**src/cfr_pkg.sv**
```systemverilog
// constants and types shared by the frame readout sequencer
package cfr_pkg;

  // --------------------------------------------------------------
  // clock and vertical timing
  // --------------------------------------------------------------
  localparam int CLK_MHZ     = 40;
  localparam int VW_MIN_NS   = 11000;
  // least time, so round up to whole cycles
  localparam int VW_CYC      = (VW_MIN_NS * CLK_MHZ + 999) / 1000;
  localparam int VCNT_W      = 9;
  localparam int PH_LAST     = 3;

  // --------------------------------------------------------------
  // frame geometry, per output
  // --------------------------------------------------------------
  localparam int DUMMY_PIX   = 20;
  localparam int DARK_PIX    = 36;
  localparam int BUF_PIX     = 20;
  localparam int BLUE_COLS   = 4;
  localparam int ACTIVE_COLS = 5270;
  localparam int ACTIVE_ROWS = 3516;
  localparam int DARK_TOP    = 30;
  localparam int DARK_BOT    = 23;
  localparam int BUF_LINES   = 20;
  localparam int PIX_PER_OUT = DUMMY_PIX + DARK_PIX + BUF_PIX
                               + ACTIVE_COLS / 2;
  localparam int LINES       = DARK_TOP + BUF_LINES + ACTIVE_ROWS
                               + BUF_LINES + DARK_BOT;
  localparam int CNT_W       = 12;
  localparam int DARK_AVG_N  = 32;
  localparam int DARK_AVG_SH = 5;

  // --------------------------------------------------------------
  // reset values and codes
  // --------------------------------------------------------------
  localparam logic [31:0] INT_RST = 32'h0000_0000;

  typedef enum logic [4:0] {
    CFR_IDLE  = 5'b00001,
    CFR_INTEG = 5'b00010,
    CFR_VXA   = 5'b00100,
    CFR_VXB   = 5'b01000,
    CFR_HREAD = 5'b10000
  } cfr_state_e;

  typedef enum logic [1:0] {
    CFR_COL_DUMMY  = 2'h0,
    CFR_COL_DARK   = 2'h1,
    CFR_COL_BUF    = 2'h2,
    CFR_COL_ACTIVE = 2'h3
  } cfr_col_e;

  typedef enum logic [1:0] {
    CFR_RED   = 2'h0,
    CFR_GR    = 2'h1,
    CFR_GB    = 2'h2,
    CFR_BLUE  = 2'h3
  } cfr_colour_e;

endpackage : cfr_pkg

```
**src/cfr_dark_ref.sv**
```systemverilog
// per-line dark level averager for one output
`timescale 1ns/1ps
module cfr_dark_ref #(
  parameter int W = 16
) (
  input  wire logic         clk,
  input  wire logic         sys_rst,
  input  wire logic         clk_en,
  input  wire logic         acc_en,
  input  wire logic         load,
  input  wire logic [W-1:0] sample,
  output logic [W-1:0]      level,
  output logic              level_valid
);
  localparam int AW = W + cfr_pkg::DARK_AVG_SH;

  typedef struct packed {
    logic [AW-1:0] acc;
    logic [W-1:0]  lvl;
    logic          vld;
  } cfr_dark_s;

  cfr_dark_s st_r;
  cfr_dark_s st_nxt;

  assign level       = st_r.lvl;
  assign level_valid = st_r.vld;

  always_comb
  begin
    st_nxt     = st_r;
    st_nxt.vld = 1'b0;
    if (load)
    begin
      st_nxt.lvl = W'(st_r.acc >> cfr_pkg::DARK_AVG_SH);
      st_nxt.vld = 1'b1;
      st_nxt.acc = '0;
    end
    else if (acc_en)
      st_nxt.acc = st_r.acc + AW'(sample);
  end

  always_ff @(posedge clk or posedge sys_rst)
  begin
    if (sys_rst)
      st_r <= '0;
    else if (clk_en)
      st_r <= st_nxt;
  end

endmodule : cfr_dark_ref

```
**src/cfr_fifo.sv**
```systemverilog
// pixel fifo with registered output stage
`timescale 1ns/1ps
module cfr_fifo #(
  parameter int W     = 37,
  parameter int DEPTH = 8
) (
  input  wire logic         clk,
  input  wire logic         sys_rst,
  input  wire logic         clk_en,
  input  wire logic         in_valid,
  output logic              in_ready,
  input  wire logic [W-1:0] in_data,
  output logic              out_valid,
  input  wire logic         out_ready,
  output logic [W-1:0]      out_data
);
  localparam int AW = (DEPTH > 1) ? $clog2(DEPTH) : 1;

  typedef struct packed {
    logic [DEPTH-1:0][W-1:0] mem;
    logic [AW-1:0]           wp;
    logic [AW-1:0]           rp;
    logic [AW:0]             cnt;
    logic                    ov;
    logic [W-1:0]            od;
  } cfr_fifo_s;

  cfr_fifo_s st_r;
  cfr_fifo_s st_nxt;
  logic      wr;
  logic      rd;

  assign in_ready  = (st_r.cnt < (AW+1)'(DEPTH));
  assign out_valid = st_r.ov;
  assign out_data  = st_r.od;

  always_comb
  begin
    st_nxt = st_r;
    wr     = in_valid && in_ready;
    rd     = (!st_r.ov || out_ready) && (st_r.cnt != '0);
    if (wr)
    begin
      st_nxt.mem[st_r.wp] = in_data;
      st_nxt.wp = (st_r.wp == AW'(DEPTH-1)) ? '0 : st_r.wp + 1'b1;
    end
    if (rd)
    begin
      st_nxt.od = st_r.mem[st_r.rp];
      st_nxt.rp = (st_r.rp == AW'(DEPTH-1)) ? '0 : st_r.rp + 1'b1;
    end
    if (rd)
      st_nxt.ov = 1'b1;
    else if (out_ready)
      st_nxt.ov = 1'b0;
    st_nxt.cnt = st_r.cnt + (AW+1)'(wr) - (AW+1)'(rd);
  end

  always_ff @(posedge clk or posedge sys_rst)
  begin
    if (sys_rst)
      st_r <= '0;
    else if (clk_en)
      st_r <= st_nxt;
  end

endmodule : cfr_fifo

```
**src/cfr_readout_ctrl.sv**
```systemverilog
// timing generator driving a dual-output full-frame sensor
`timescale 1ns/1ps

// --------------------------------------------------------------
// rule summary
// --------------------------------------------------------------
// Overview of operation
// RQ1: while integrating, both vertical phases stay low.
// RQ2: a row is moved vertically first, then its pixels shift out.
// RQ3: horizontal phase a is high while vertical phase b falls.
// RQ4: horizontal phases a and b toggle in opposition.
// RQ5: each fall of the last horizontal phase gives one sample.
// RQ6: the sense reset gate pulses after each sample is taken.
// RQ7: 20 dummy pixels lead each line and are kept out of dark level.
// RQ8: 36 dark pixels follow the dummies and give a line dark level; the code averages only the first 32 (DARK_AVG_N).
// RQ9: 30 dark lines open and 23 dark lines close every frame.
// RQ10: 20 buffer columns, first 4 blue then the colour mosaic.
// RQ11: counters cover the 5270 by 3516 active area too.
// RQ12: one integrate then readout per frame, both outputs at once.
module cfr_readout_ctrl #(
  parameter int ADC_W  = 16,
  parameter int FIFO_D = 8
) (
  input  wire logic               clk,
  input  wire logic               sys_rst,
  input  wire logic               clk_en,
  input  wire logic               frame_start,
  input  wire logic [31:0]        int_cycles,
  input  wire logic [ADC_W-1:0]   adc_left,
  input  wire logic [ADC_W-1:0]   adc_right,
  output logic                    vert_phase_a,
  output logic                    vert_phase_b,
  output logic                    horiz_phase_a,
  output logic                    horiz_phase_b,
  output logic                    horiz_last_phase,
  output logic                    sense_reset_gate,
  output logic                    sample_strobe,
  output logic                    busy,
  output logic                    frame_done,
  output logic                    pix_valid,
  input  wire logic               pix_ready,
  output logic [2*ADC_W+4:0]      pix_data,
  output logic [ADC_W-1:0]        dark_level_left,
  output logic [ADC_W-1:0]        dark_level_right,
  output logic                    dark_level_valid
);

  localparam int DW = 2 * ADC_W + 5;

  // --------------------------------------------------------------
  // state
  // --------------------------------------------------------------
  typedef struct packed {
    cfr_pkg::cfr_state_e            state;
    logic [31:0]                    int_cnt;
    logic [cfr_pkg::VCNT_W-1:0]     vcnt;
    logic [1:0]                     ph;
    logic [cfr_pkg::CNT_W-1:0]      col;
    logic [cfr_pkg::CNT_W-1:0]      line;
    logic [ADC_W-1:0]               sy1_l;
    logic [ADC_W-1:0]               sy2_l;
    logic [ADC_W-1:0]               sy1_r;
    logic [ADC_W-1:0]               sy2_r;
    logic                           v1;
    logic                           v2;
    logic                           h1;
    logic                           h2;
    logic                           h1l;
    logic                           rg;
    logic                           smp;
    logic                           busy;
    logic                           done;
  } cfr_ctrl_s;

  cfr_ctrl_s         st_r;
  cfr_ctrl_s         st_nxt;
  logic              push;
  logic              fifo_rdy;
  logic [DW-1:0]     push_data;
  logic              dark_acc;
  logic              dark_load;

  // --------------------------------------------------------------
  // helpers
  // --------------------------------------------------------------
  function automatic cfr_pkg::cfr_col_e col_region(
    input logic [cfr_pkg::CNT_W-1:0] c
  );
    if (c < cfr_pkg::CNT_W'(cfr_pkg::DUMMY_PIX))
      return cfr_pkg::CFR_COL_DUMMY;
    else if (c < cfr_pkg::CNT_W'(cfr_pkg::DUMMY_PIX
                                 + cfr_pkg::DARK_PIX))
      return cfr_pkg::CFR_COL_DARK;
    else if (c < cfr_pkg::CNT_W'(cfr_pkg::DUMMY_PIX
                                 + cfr_pkg::DARK_PIX
                                 + cfr_pkg::BUF_PIX))
      return cfr_pkg::CFR_COL_BUF;
    else
      return cfr_pkg::CFR_COL_ACTIVE;
  endfunction : col_region

  function automatic logic dark_line(
    input logic [cfr_pkg::CNT_W-1:0] l
  );
    return (l < cfr_pkg::CNT_W'(cfr_pkg::DARK_TOP)) ||
           (l >= cfr_pkg::CNT_W'(cfr_pkg::LINES - cfr_pkg::DARK_BOT));
  endfunction : dark_line

  function automatic cfr_pkg::cfr_colour_e colour(
    input logic [cfr_pkg::CNT_W-1:0] c,
    input logic [cfr_pkg::CNT_W-1:0] l
  );
    logic [cfr_pkg::CNT_W-1:0] first_buf;
    first_buf = cfr_pkg::CNT_W'(cfr_pkg::DUMMY_PIX + cfr_pkg::DARK_PIX);
    if (c >= first_buf &&
        c < first_buf + cfr_pkg::CNT_W'(cfr_pkg::BLUE_COLS))
      return cfr_pkg::CFR_BLUE;
    else
      return cfr_pkg::cfr_colour_e'({l[0], c[0]});
  endfunction : colour

  // --------------------------------------------------------------
  // output drivers, all flip-flops
  // --------------------------------------------------------------
  assign vert_phase_a     = st_r.v1;
  assign vert_phase_b     = st_r.v2;
  assign horiz_phase_a    = st_r.h1;
  assign horiz_phase_b    = st_r.h2;
  assign horiz_last_phase = st_r.h1l;
  assign sense_reset_gate = st_r.rg;
  assign sample_strobe    = st_r.smp;
  assign busy             = st_r.busy;
  assign frame_done       = st_r.done;

  // --------------------------------------------------------------
  // sequencer
  // --------------------------------------------------------------
  always_comb
  begin
    st_nxt       = st_r;
    st_nxt.done  = 1'b0;
    // adc pins are held steady by the front-end around each sample,
    // so a plain two-stage sync per bit is enough here
    st_nxt.sy1_l = adc_left;
    st_nxt.sy2_l = st_r.sy1_l;
    st_nxt.sy1_r = adc_right;
    st_nxt.sy2_r = st_r.sy1_r;
    push      = 1'b0;
    dark_acc  = 1'b0;
    dark_load = 1'b0;
    push_data = {2'(colour(st_r.col, st_r.line)),
                 dark_line(st_r.line),
                 2'(col_region(st_r.col)),
                 st_r.sy2_l, st_r.sy2_r};

    case (st_r.state)
      cfr_pkg::CFR_IDLE:
      begin
        if (frame_start)
        begin
          st_nxt.int_cnt = int_cycles;
          st_nxt.state   = cfr_pkg::CFR_INTEG;  // RQ12
        end
      end
      cfr_pkg::CFR_INTEG:
      begin
        if (st_r.int_cnt == '0)
        begin
          st_nxt.line  = '0;
          st_nxt.vcnt  = '0;
          st_nxt.state = cfr_pkg::CFR_VXA;
        end
        else
          st_nxt.int_cnt = st_r.int_cnt - 32'h1;
      end
      cfr_pkg::CFR_VXA:
      begin
        if (st_r.vcnt == cfr_pkg::VCNT_W'(cfr_pkg::VW_CYC - 1))
        begin
          st_nxt.vcnt  = '0;
          st_nxt.state = cfr_pkg::CFR_VXB;
        end
        else
          st_nxt.vcnt = st_r.vcnt + 1'b1;
      end
      cfr_pkg::CFR_VXB:
      begin
        if (st_r.vcnt == cfr_pkg::VCNT_W'(cfr_pkg::VW_CYC - 1))
        begin
          st_nxt.vcnt  = '0;
          st_nxt.ph    = '0;
          st_nxt.col   = '0;
          st_nxt.state = cfr_pkg::CFR_HREAD;  // RQ2
        end
        else
          st_nxt.vcnt = st_r.vcnt + 1'b1;
      end
      cfr_pkg::CFR_HREAD:
      begin
        if (st_r.ph != 2'(cfr_pkg::PH_LAST))
          st_nxt.ph = st_r.ph + 1'b1;
        else if (fifo_rdy && !st_r.smp)
        begin
          // a full fifo freezes the pixel clocks here; ph3 lasts two cycles
          // or more so the synced adc level is the packet just dumped
          push      = 1'b1;  // RQ5 RQ12
          dark_acc  = (st_r.col >= cfr_pkg::CNT_W'(cfr_pkg::DUMMY_PIX))
                      && (st_r.col < cfr_pkg::CNT_W'(cfr_pkg::DUMMY_PIX
                                       + cfr_pkg::DARK_AVG_N));  // RQ7 RQ8
          dark_load = (st_r.col == cfr_pkg::CNT_W'(cfr_pkg::DUMMY_PIX
                                   + cfr_pkg::DARK_PIX));  // RQ8
          st_nxt.ph = '0;
          if (st_r.col == cfr_pkg::CNT_W'(cfr_pkg::PIX_PER_OUT - 1))
          begin
            st_nxt.col = '0;
            if (st_r.line == cfr_pkg::CNT_W'(cfr_pkg::LINES - 1))  // RQ9 RQ11
            begin
              st_nxt.state = cfr_pkg::CFR_IDLE;
              st_nxt.done  = 1'b1;
            end
            else
            begin
              st_nxt.line  = st_r.line + 1'b1;
              st_nxt.state = cfr_pkg::CFR_VXA;
            end
          end
          else
            st_nxt.col = st_r.col + 1'b1;  // RQ10 RQ11
        end
      end
      default:
        st_nxt.state = cfr_pkg::CFR_IDLE;
    endcase

    // phase levels follow the next state so the pins are registered
    st_nxt.v1   = (st_nxt.state == cfr_pkg::CFR_VXA);  // RQ1
    st_nxt.v2   = (st_nxt.state == cfr_pkg::CFR_VXB);  // RQ1
    st_nxt.busy = (st_nxt.state != cfr_pkg::CFR_IDLE);
    st_nxt.smp  = (st_nxt.state == cfr_pkg::CFR_HREAD) &&
                  (st_nxt.ph == 2'(cfr_pkg::PH_LAST)) &&
                  (st_r.ph != 2'(cfr_pkg::PH_LAST));
    if (st_nxt.state == cfr_pkg::CFR_HREAD)
    begin
      st_nxt.h1  = (st_nxt.ph < 2'h2);  // RQ3 RQ4
      st_nxt.h2  = (st_nxt.ph >= 2'h2);  // RQ4
      st_nxt.h1l = (st_nxt.ph < 2'h2);  // RQ5
      // reset pulse only after the previous sample has been taken
      st_nxt.rg  = (st_nxt.ph == 2'h0) && (st_r.ph != 2'h0);  // RQ6
    end
    else
    begin
      // phase a held high across the vertical transfer
      st_nxt.h1  = (st_nxt.state == cfr_pkg::CFR_VXA) ||
                   (st_nxt.state == cfr_pkg::CFR_VXB);  // RQ3
      st_nxt.h2  = 1'b0;
      st_nxt.h1l = st_nxt.h1;
      // the last sample of a line needs its reset pulse as well
      st_nxt.rg  = push;  // RQ6
    end
  end

  always_ff @(posedge clk or posedge sys_rst)
  begin
    if (sys_rst)
    begin
      st_r         <= '0;
      st_r.state   <= cfr_pkg::CFR_IDLE;
      st_r.int_cnt <= cfr_pkg::INT_RST;
    end
    else if (clk_en)
      st_r <= st_nxt;
  end

  // --------------------------------------------------------------
  // data path
  // --------------------------------------------------------------
  cfr_fifo #(
    .W     (DW),
    .DEPTH (FIFO_D)
  ) u_fifo (
    .clk       (clk),
    .sys_rst   (sys_rst),
    .clk_en    (clk_en),
    .in_valid  (push),
    .in_ready  (fifo_rdy),
    .in_data   (push_data),
    .out_valid (pix_valid),
    .out_ready (pix_ready),
    .out_data  (pix_data)
  );

  cfr_dark_ref #(
    .W (ADC_W)
  ) u_dark_l (
    .clk         (clk),
    .sys_rst     (sys_rst),
    .clk_en      (clk_en),
    .acc_en      (dark_acc),
    .load        (dark_load),
    .sample      (st_r.sy2_l),
    .level       (dark_level_left),
    .level_valid (dark_level_valid)
  );

  cfr_dark_ref #(
    .W (ADC_W)
  ) u_dark_r (
    .clk         (clk),
    .sys_rst     (sys_rst),
    .clk_en      (clk_en),
    .acc_en      (dark_acc),
    .load        (dark_load),
    .sample      (st_r.sy2_r),
    .level       (dark_level_right),
    .level_valid ()
  );

endmodule : cfr_readout_ctrl

```
**config.mk**
```make
export PLATFORM = sky130hd
export DESIGN_NAME = cfr_readout_ctrl
export DESIGN_NICKNAME = d
export VERILOG_FILES = /design/src/cfr_pkg.sv /design/src/cfr_dark_ref.sv /design/src/cfr_fifo.sv /design/src/cfr_readout_ctrl.sv
export SDC_FILE = /design/constraint.sdc
export NUM_CORES = 1
export LEC_CHECK = 0
export BUFFER_PORTS_ARGS = -buffer_cell sky130_fd_sc_hd__buf_2
export CAP_MARGIN = 20
export CORE_AREA = 5 5 266 216
export DETAILED_ROUTE_END_ITERATION = 8
export DIE_AREA = 0 0 271 221
export GPL_TIMING_DRIVEN = 0
export HOLD_SLACK_MARGIN = 0.15
export PLACE_DENSITY = 0.67
export REMOVE_ABC_BUFFERS = 1
export SLEW_MARGIN = 15
export SYNTH_ARGS = -nofsm -noshare
export SYNTH_HDL_FRONTEND = slang
export SYNTH_SLANG_ARGS = --single-unit
```
**constraint.sdc**
```tcl
create_clock -name clk -period 29.3 [get_ports clk]
set_clock_uncertainty 0.1 [all_clocks]
set_input_delay 4.395 -clock clk [delete_from_list [all_inputs] [get_ports clk]]
set_output_delay 4.395 -clock clk [all_outputs]
set_load 0.03 [all_outputs]
```
* Yosys cells after proc, flatten, opt, wreduce, memory -nomap -nowiden
Index checks and enable logic that the tools add are counted.
** Word-level totals
- Output and inout port bits :: 80
- Register bits :: 564
- Word-level logic and storage cells :: 179
- Bits of input ports :: 69
** Operators by class
- Add/sub/neg operators :: 11
- Reduce and logical (&&, ||, !) cells :: 34
- Equality and inequality tests :: 25
- Multiplexer cells :: 57
- Order comparisons :: 15
** Operators with widths (number)
- $bwmux W296 :: 1
- $bmux W37 S3 :: 1
- $demux W37 S3 :: 1
- $mux W37 :: 3
- $mux W21 :: 4
- $pmux W32 S2 :: 1
- $mux W12 :: 4
- $add A21 B16 Y21 :: 2
- $lt A12 B6 Y1 const B :: 3
- $logic_not A32 Y1 :: 1
- $mux W32 :: 1
- $sub A32 B1 Y32 const B :: 1
- $mux W5 :: 6
- $pmux W14 S2 :: 1
- $mux W26 :: 1
- $pmux W5 S5 :: 1
- $add A12 B1 Y12 const B :: 2
- $eq A12 B12 Y1 const B :: 2
- $lt A12 B5 Y1 const B :: 2
- $mux W24 :: 1
- $pmux W12 S2 :: 1
- $mux W1 :: 18
- $mux W9 :: 2
- $ne A2 B2 Y1 const B :: 9
- other kinds (41) :: 73

* Logic depth before layout (Yosys ltp)
- Word-level depth :: 9
- Depth in mapped cells :: 11
- Mapped depth without buffers :: 11

* Hierarchy
A second synthesis with hierarchy kept.
** Second synthesis, totals
- Cell total of the unflattened synthesis :: 2320
- Area, all modules :: 28015.6 um2
** By module, submodules not included
- cfr_fifo :: cells each 1111, seq. area each 8608.3 um2, area an instance 16049.1 um2, instances 1
- cfr_readout_ctrl :: cells each 731, seq. area each 3604.7 um2, area an instance 7254.5 um2, instances 1
- cfr_dark_ref :: cells each 239, seq. area each 950.9 um2, area an instance 2356.0 um2, instances 2

* Worst setup path after synthesis
Ideal clock, no wire load.
- Kind :: input to register
- From :: input clk_en
- To :: register u_dark_l.st_r[37] (netlist name)
- Stages on the path :: 9
- Slack :: 22.418 ns
- Arrival time :: 6.716 ns
- Path buffers :: 2
- Setup time :: 0.066 ns
- Data required time :: 29.134 ns
- Path through :: inv_1 -> or4_1 -> or4_1 -> buf_2 -> and2_1 -> clkbuf_1 -> or4b_1 -> or4_1 -> nand2_1
** On the way
- Word-level cells in the longest chain between the ends :: 1
** Ends and longest elaborated chain
- start: declaration :: line cfr_readout_ctrl.sv:26 : input wire logic clk_en,
- $reduce_and A2 Y1 (no source line)
- end signal: assignment :: line cfr_dark_ref.sv:48 : st_r <= st_nxt;
- end: declaration :: line cfr_dark_ref.sv:23 : cfr_dark_s st_r;
Every way passes these cells.
A chain may end at the register's enable or synchronous reset.

* Worst setup path after layout
Same ends and word-level chain as after synthesis.

==> implementation parameters <==
Parameter                              Value

Run status
  Run status    complete, no violations

Clock tree
  CTS Hold Bufs    0
  Post-CTS setup-driven buffer insertion count    0
  Max Root-Sink Buffers    3
  Inserted Clock Buffers    58
  Reg clk slew, reported paths    ~0.060 ns
  Clock tree sinks    563
  H-tree lvl count    2
  Clock latency on the worst-skew pair    0.62 ns
  CTS tree    yes
  Post-CTS resize count    0
  Clock tree root driver cell    sky130_fd_sc_hd__clkbuf_16

Timing
  Hold violation total from the final report    0
  Worst Tran Pin Value    0.946 ns
  Setup ws final    ~21 ns
  Number of failing setup endpoints in the final timing report    0
  TNS Setup    0 ns
  Minimum clock period    8.08 ns
  Achievable frequency    124 MHz
  Hold WS    0.360 ns
  Relative slew slack    0.364
  RSZ-0062 raised after global routing    no
  Share of the clock period used by the worst path    0.276
  Final-report max-slew violation count    0

Placed design
  Cell area after placement    0.0283 sq mm
  Worst slack at placement    20.58 ns
  Detailed-placement wirelength estimate    42.6 mm
  Port bufs    between 100 and 150
  Global placement routability congestion    0.853

Drt
  WL/cell    20.2 um
  Vias    18400
  Number of DRC violations after detailed routing    0
  Per-cell via count in the routed design    approximately 5.8
  Number of optimization iterations in the first detailed-route pass    7
  Post-route antenna net violation count    0
  Violation count after the first detailed-routing iteration    roughly 1500
  Final wirelength    63.6 mm

Finish
  Final Core Density    0.556
  Fraction of final layout cells sized beyond drive strength 1    0.278
  Count of antenna diodes in the layout    0
  Area growth from synthesis to layout    12.8%
  Nets    about 2500
  Final instance area    between 0.03 and 0.04 sq mm

Floorplan
  Area enclosed by the die boundary    between 0.05 and 0.06 sq mm
  X dimension of the die    271 um
  Die Ht    221 um
  Starting utilization of the core area    0.493
  Row count    just under 80
  Core area    around 0.055 sq mm
  Ports    149

Worst setup path
  Crit end category    flip-flop
  Type of origin of the critical path    primary input
  Arrival @ worst endpoint    8.53 ns
  Kind of critical path    primary input to flip-flop
  Largest fanout on the critical path    60
  CP required    29.75 ns

GRT
  Number of global-route vias before repair    between 15000 and 20000
  GRT Residual Overflow    0
  Maximum number of pins on one net before global-route repair    109
  Gr usage total    0.211
  First-pass GRT wire length    104 mm
  Number of antenna violations at the first check in global routing    1

Power
  Cell Pwr Density    65.9 mW/mm^2
  Maximum VDD drop    46.3 uV
  Leakage power total    14.5 nW

Synthesis
  Seq cells post-synth    563
  Post-synth top flop    sky130_fd_sc_hd__dfrtp_1
  Sequential cell area fraction in the yosys report    0.523
  Post-synthesis cell type with the largest combined area    sky130_fd_sc_hd__dfrtp_1
  Synth unique cells    62
  Area of the mapped netlist    0.0269 sq mm
  Average instance area after synthesis    approximately 12 sq um
  Ranking of synthesized cells by area    sky130_fd_sc_hd__dfrtp_1 52%, sky130_fd_sc_hd__mux2_2 13%, sky130_fd_sc_hd__mux4_2 6.2%
  Instance count of the mapped netlist    2339
  Synthesis warning total    0
  Share of Yosys cell area claimed by the top area cell type    0.522
  Number of enable-type register cells in the synthesized netlist    0
  Asr flop ratio synth    1.00

Hold path
  Worst min-delay path class    flip-flop to flip-flop

Run
  # Max-Cap Violations    0
==> metrics by stage <==
step,total power [W],instances
after floorplan,0.00111,2148
final,0.00200,3153
after detailed placement,0.00122,3044
after CTS,0.00202,3153
after global routing,0.00209,3153
after global placement,0.00120,3007
==> logic make-up after synthesis <==
family / count (synthesis) / synth area share
AND/OR/NAND/NOR: 604 / 0.102
flip-flops: 563 / 0.523
AO/OA/AOI/OAI: 435 / 0.0918
multiplexers: 424 / 0.206
buffers and inverters: 230 / 0.0419
adder cells (fa/ha/maj): 53 / 0.0255
XOR/XNOR: 30 / 0.00975
==> cell type report <==
class | instances | area (sq um)
well taps | 711 | 890
clock buffers | 89 | 1790
clock inverters | 20 | 292
fillers | 4568 | 24200
multi-input cells | 1546 | 11800
repair buffers | 185 | 1400
flip-flops and latches | 563 | 14100
inverters | 39 | 154
==> Yosys cell counts (10+ instances only) <==
master	count
sky130_fd_sc_hd__o211ai_1	10
sky130_fd_sc_hd__and3_1	18
sky130_fd_sc_hd__xor2_1	19
sky130_fd_sc_hd__buf_4	70
sky130_fd_sc_hd__nand4_1	15
sky130_fd_sc_hd__nand2b_1	17
sky130_fd_sc_hd__mux4_2	74
sky130_fd_sc_hd__nor2_1	103
sky130_fd_sc_hd__inv_1	39
sky130_fd_sc_hd__nand3_1	40
sky130_fd_sc_hd__mux2_2	305
sky130_fd_sc_hd__o21ai_0	255
sky130_fd_sc_hd__buf_1	16
sky130_fd_sc_hd__nor3_1	38
sky130_fd_sc_hd__a21oi_1	65
sky130_fd_sc_hd__mux2i_1	45
sky130_fd_sc_hd__a21o_1	10
sky130_fd_sc_hd__xnor2_1	11
sky130_fd_sc_hd__o21bai_1	10
sky130_fd_sc_hd__clkbuf_1	104
sky130_fd_sc_hd__a22oi_1	12
sky130_fd_sc_hd__dfrtp_1	562
sky130_fd_sc_hd__o31ai_1	10
sky130_fd_sc_hd__ha_1	50
sky130_fd_sc_hd__nand2_1	306
sky130_fd_sc_hd__a31oi_1	18
==> flip-flops by register name, indices dropped and copies added (netlist names) <==
signal                count
u_fifo.st_r             306
st_r                     72
u_fifo.out_data          37
push_data                32
st_nxt                   32
u_dark_l.st_r            21
u_dark_r.st_r            21
u_dark_l.level           16
u_dark_r.level           16
busy                      1
frame_done                1
horiz_phase_a             1
horiz_phase_b             1
sample_strobe             1
sense_reset_gate          1
u_dark_l.level_valid      1
u_fifo.out_valid          1
vert_phase_a              1
vert_phase_b              1
==> path summary, 6_finish.rpt <==
kind / startpoint / end / slack [ns] / cells past startpoint
setup reg to reg: st_r[92] / u_dark_l.st_r[37] / 24.63 / 8
min in group asynchronous: sys_rst / st_nxt[16] / 3.73 / 2
hold reg to reg: u_dark_l.level[9] / u_dark_l.level[9] / 0.36 / 2
setup / recovery: clk_en / u_dark_l.st_r[37] / 21.22 / 9
max in group asynchronous: sys_rst / u_fifo.st_r[225] / 23.74 / 5
hold / removal: u_dark_l.level[9] / u_dark_l.level[9] / 0.36 / 2
==> critical path, stage by stage <==
cell and delay (ns):
sky130_fd_sc_hd__buf_6 0.34, sky130_fd_sc_hd__buf_16 0.27, sky130_fd_sc_hd__inv_1 0.35, sky130_fd_sc_hd__or4_1 0.57, sky130_fd_sc_hd__or4_1 0.75, sky130_fd_sc_hd__and2_2 0.59
sky130_fd_sc_hd__or4b_1 0.61, sky130_fd_sc_hd__or4_1 0.42, sky130_fd_sc_hd__nand2_1 0.09
==> cell usage in the layout (no fill, tap or decap), types with 8 or more instances in the layout <==
cell | Yosys | routed
sky130_fd_sc_hd__buf_2 | 1 | 147
sky130_fd_sc_hd__mux4_2 | 74 | 74
sky130_fd_sc_hd__o21bai_1 | 10 | 10
sky130_fd_sc_hd__dfrtp_1 | 562 | 559
sky130_fd_sc_hd__o211ai_1 | 10 | 10
sky130_fd_sc_hd__o31ai_1 | 10 | 10
sky130_fd_sc_hd__and3_1 | 18 | 16
sky130_fd_sc_hd__nand2b_1 | 17 | 17
sky130_fd_sc_hd__inv_1 | 39 | 38
sky130_fd_sc_hd__buf_16 | 0 | 11
sky130_fd_sc_hd__mux2_2 | 305 | 305
sky130_fd_sc_hd__nand4b_1 | 8 | 8
sky130_fd_sc_hd__a22oi_1 | 12 | 12
sky130_fd_sc_hd__a21o_1 | 10 | 10
sky130_fd_sc_hd__nor2_1 | 103 | 103
sky130_fd_sc_hd__clkbuf_16 | 0 | 61
sky130_fd_sc_hd__xnor2_1 | 11 | 11
sky130_fd_sc_hd__nor2b_1 | 8 | 8
sky130_fd_sc_hd__xor2_1 | 19 | 19
sky130_fd_sc_hd__a31oi_1 | 18 | 18
sky130_fd_sc_hd__a21oi_1 | 65 | 65
sky130_fd_sc_hd__or4_1 | 9 | 9
sky130_fd_sc_hd__clkbuf_8 | 0 | 16
sky130_fd_sc_hd__ha_1 | 50 | 50
sky130_fd_sc_hd__buf_6 | 0 | 15
sky130_fd_sc_hd__o21ai_0 | 255 | 255
sky130_fd_sc_hd__nand4_1 | 15 | 15
sky130_fd_sc_hd__mux2i_1 | 45 | 45
sky130_fd_sc_hd__nand3_1 | 40 | 38
sky130_fd_sc_hd__nand2_1 | 306 | 304
sky130_fd_sc_hd__nor4_1 | 9 | 9
sky130_fd_sc_hd__buf_8 | 0 | 8
sky130_fd_sc_hd__clkbuf_1 | 104 | 12
sky130_fd_sc_hd__nor3_1 | 38 | 37
==> metal layers <==
layer  GRT usage  wire [um]  vias to the layer above
met4      0.0535       1350                        2
li1            -          -                     8448
met2       0.336      29600                      427
met3      0.0308       2790                      105
met5           0          7                        -
met1       0.309      29900                     9370
==> report_power, final <==
| part | leakage [nW] | switching, W | internal (W) |
|---|---|---|---|
| Combinational | 5.82 | 0.000182 | 0.000133 |
| Clock | 1.01 | 0.000313 | 0.000482 |
| Sequential | 7.64 | 0.0000757 | 0.000819 |
Power figures use the tool's default switching activity.
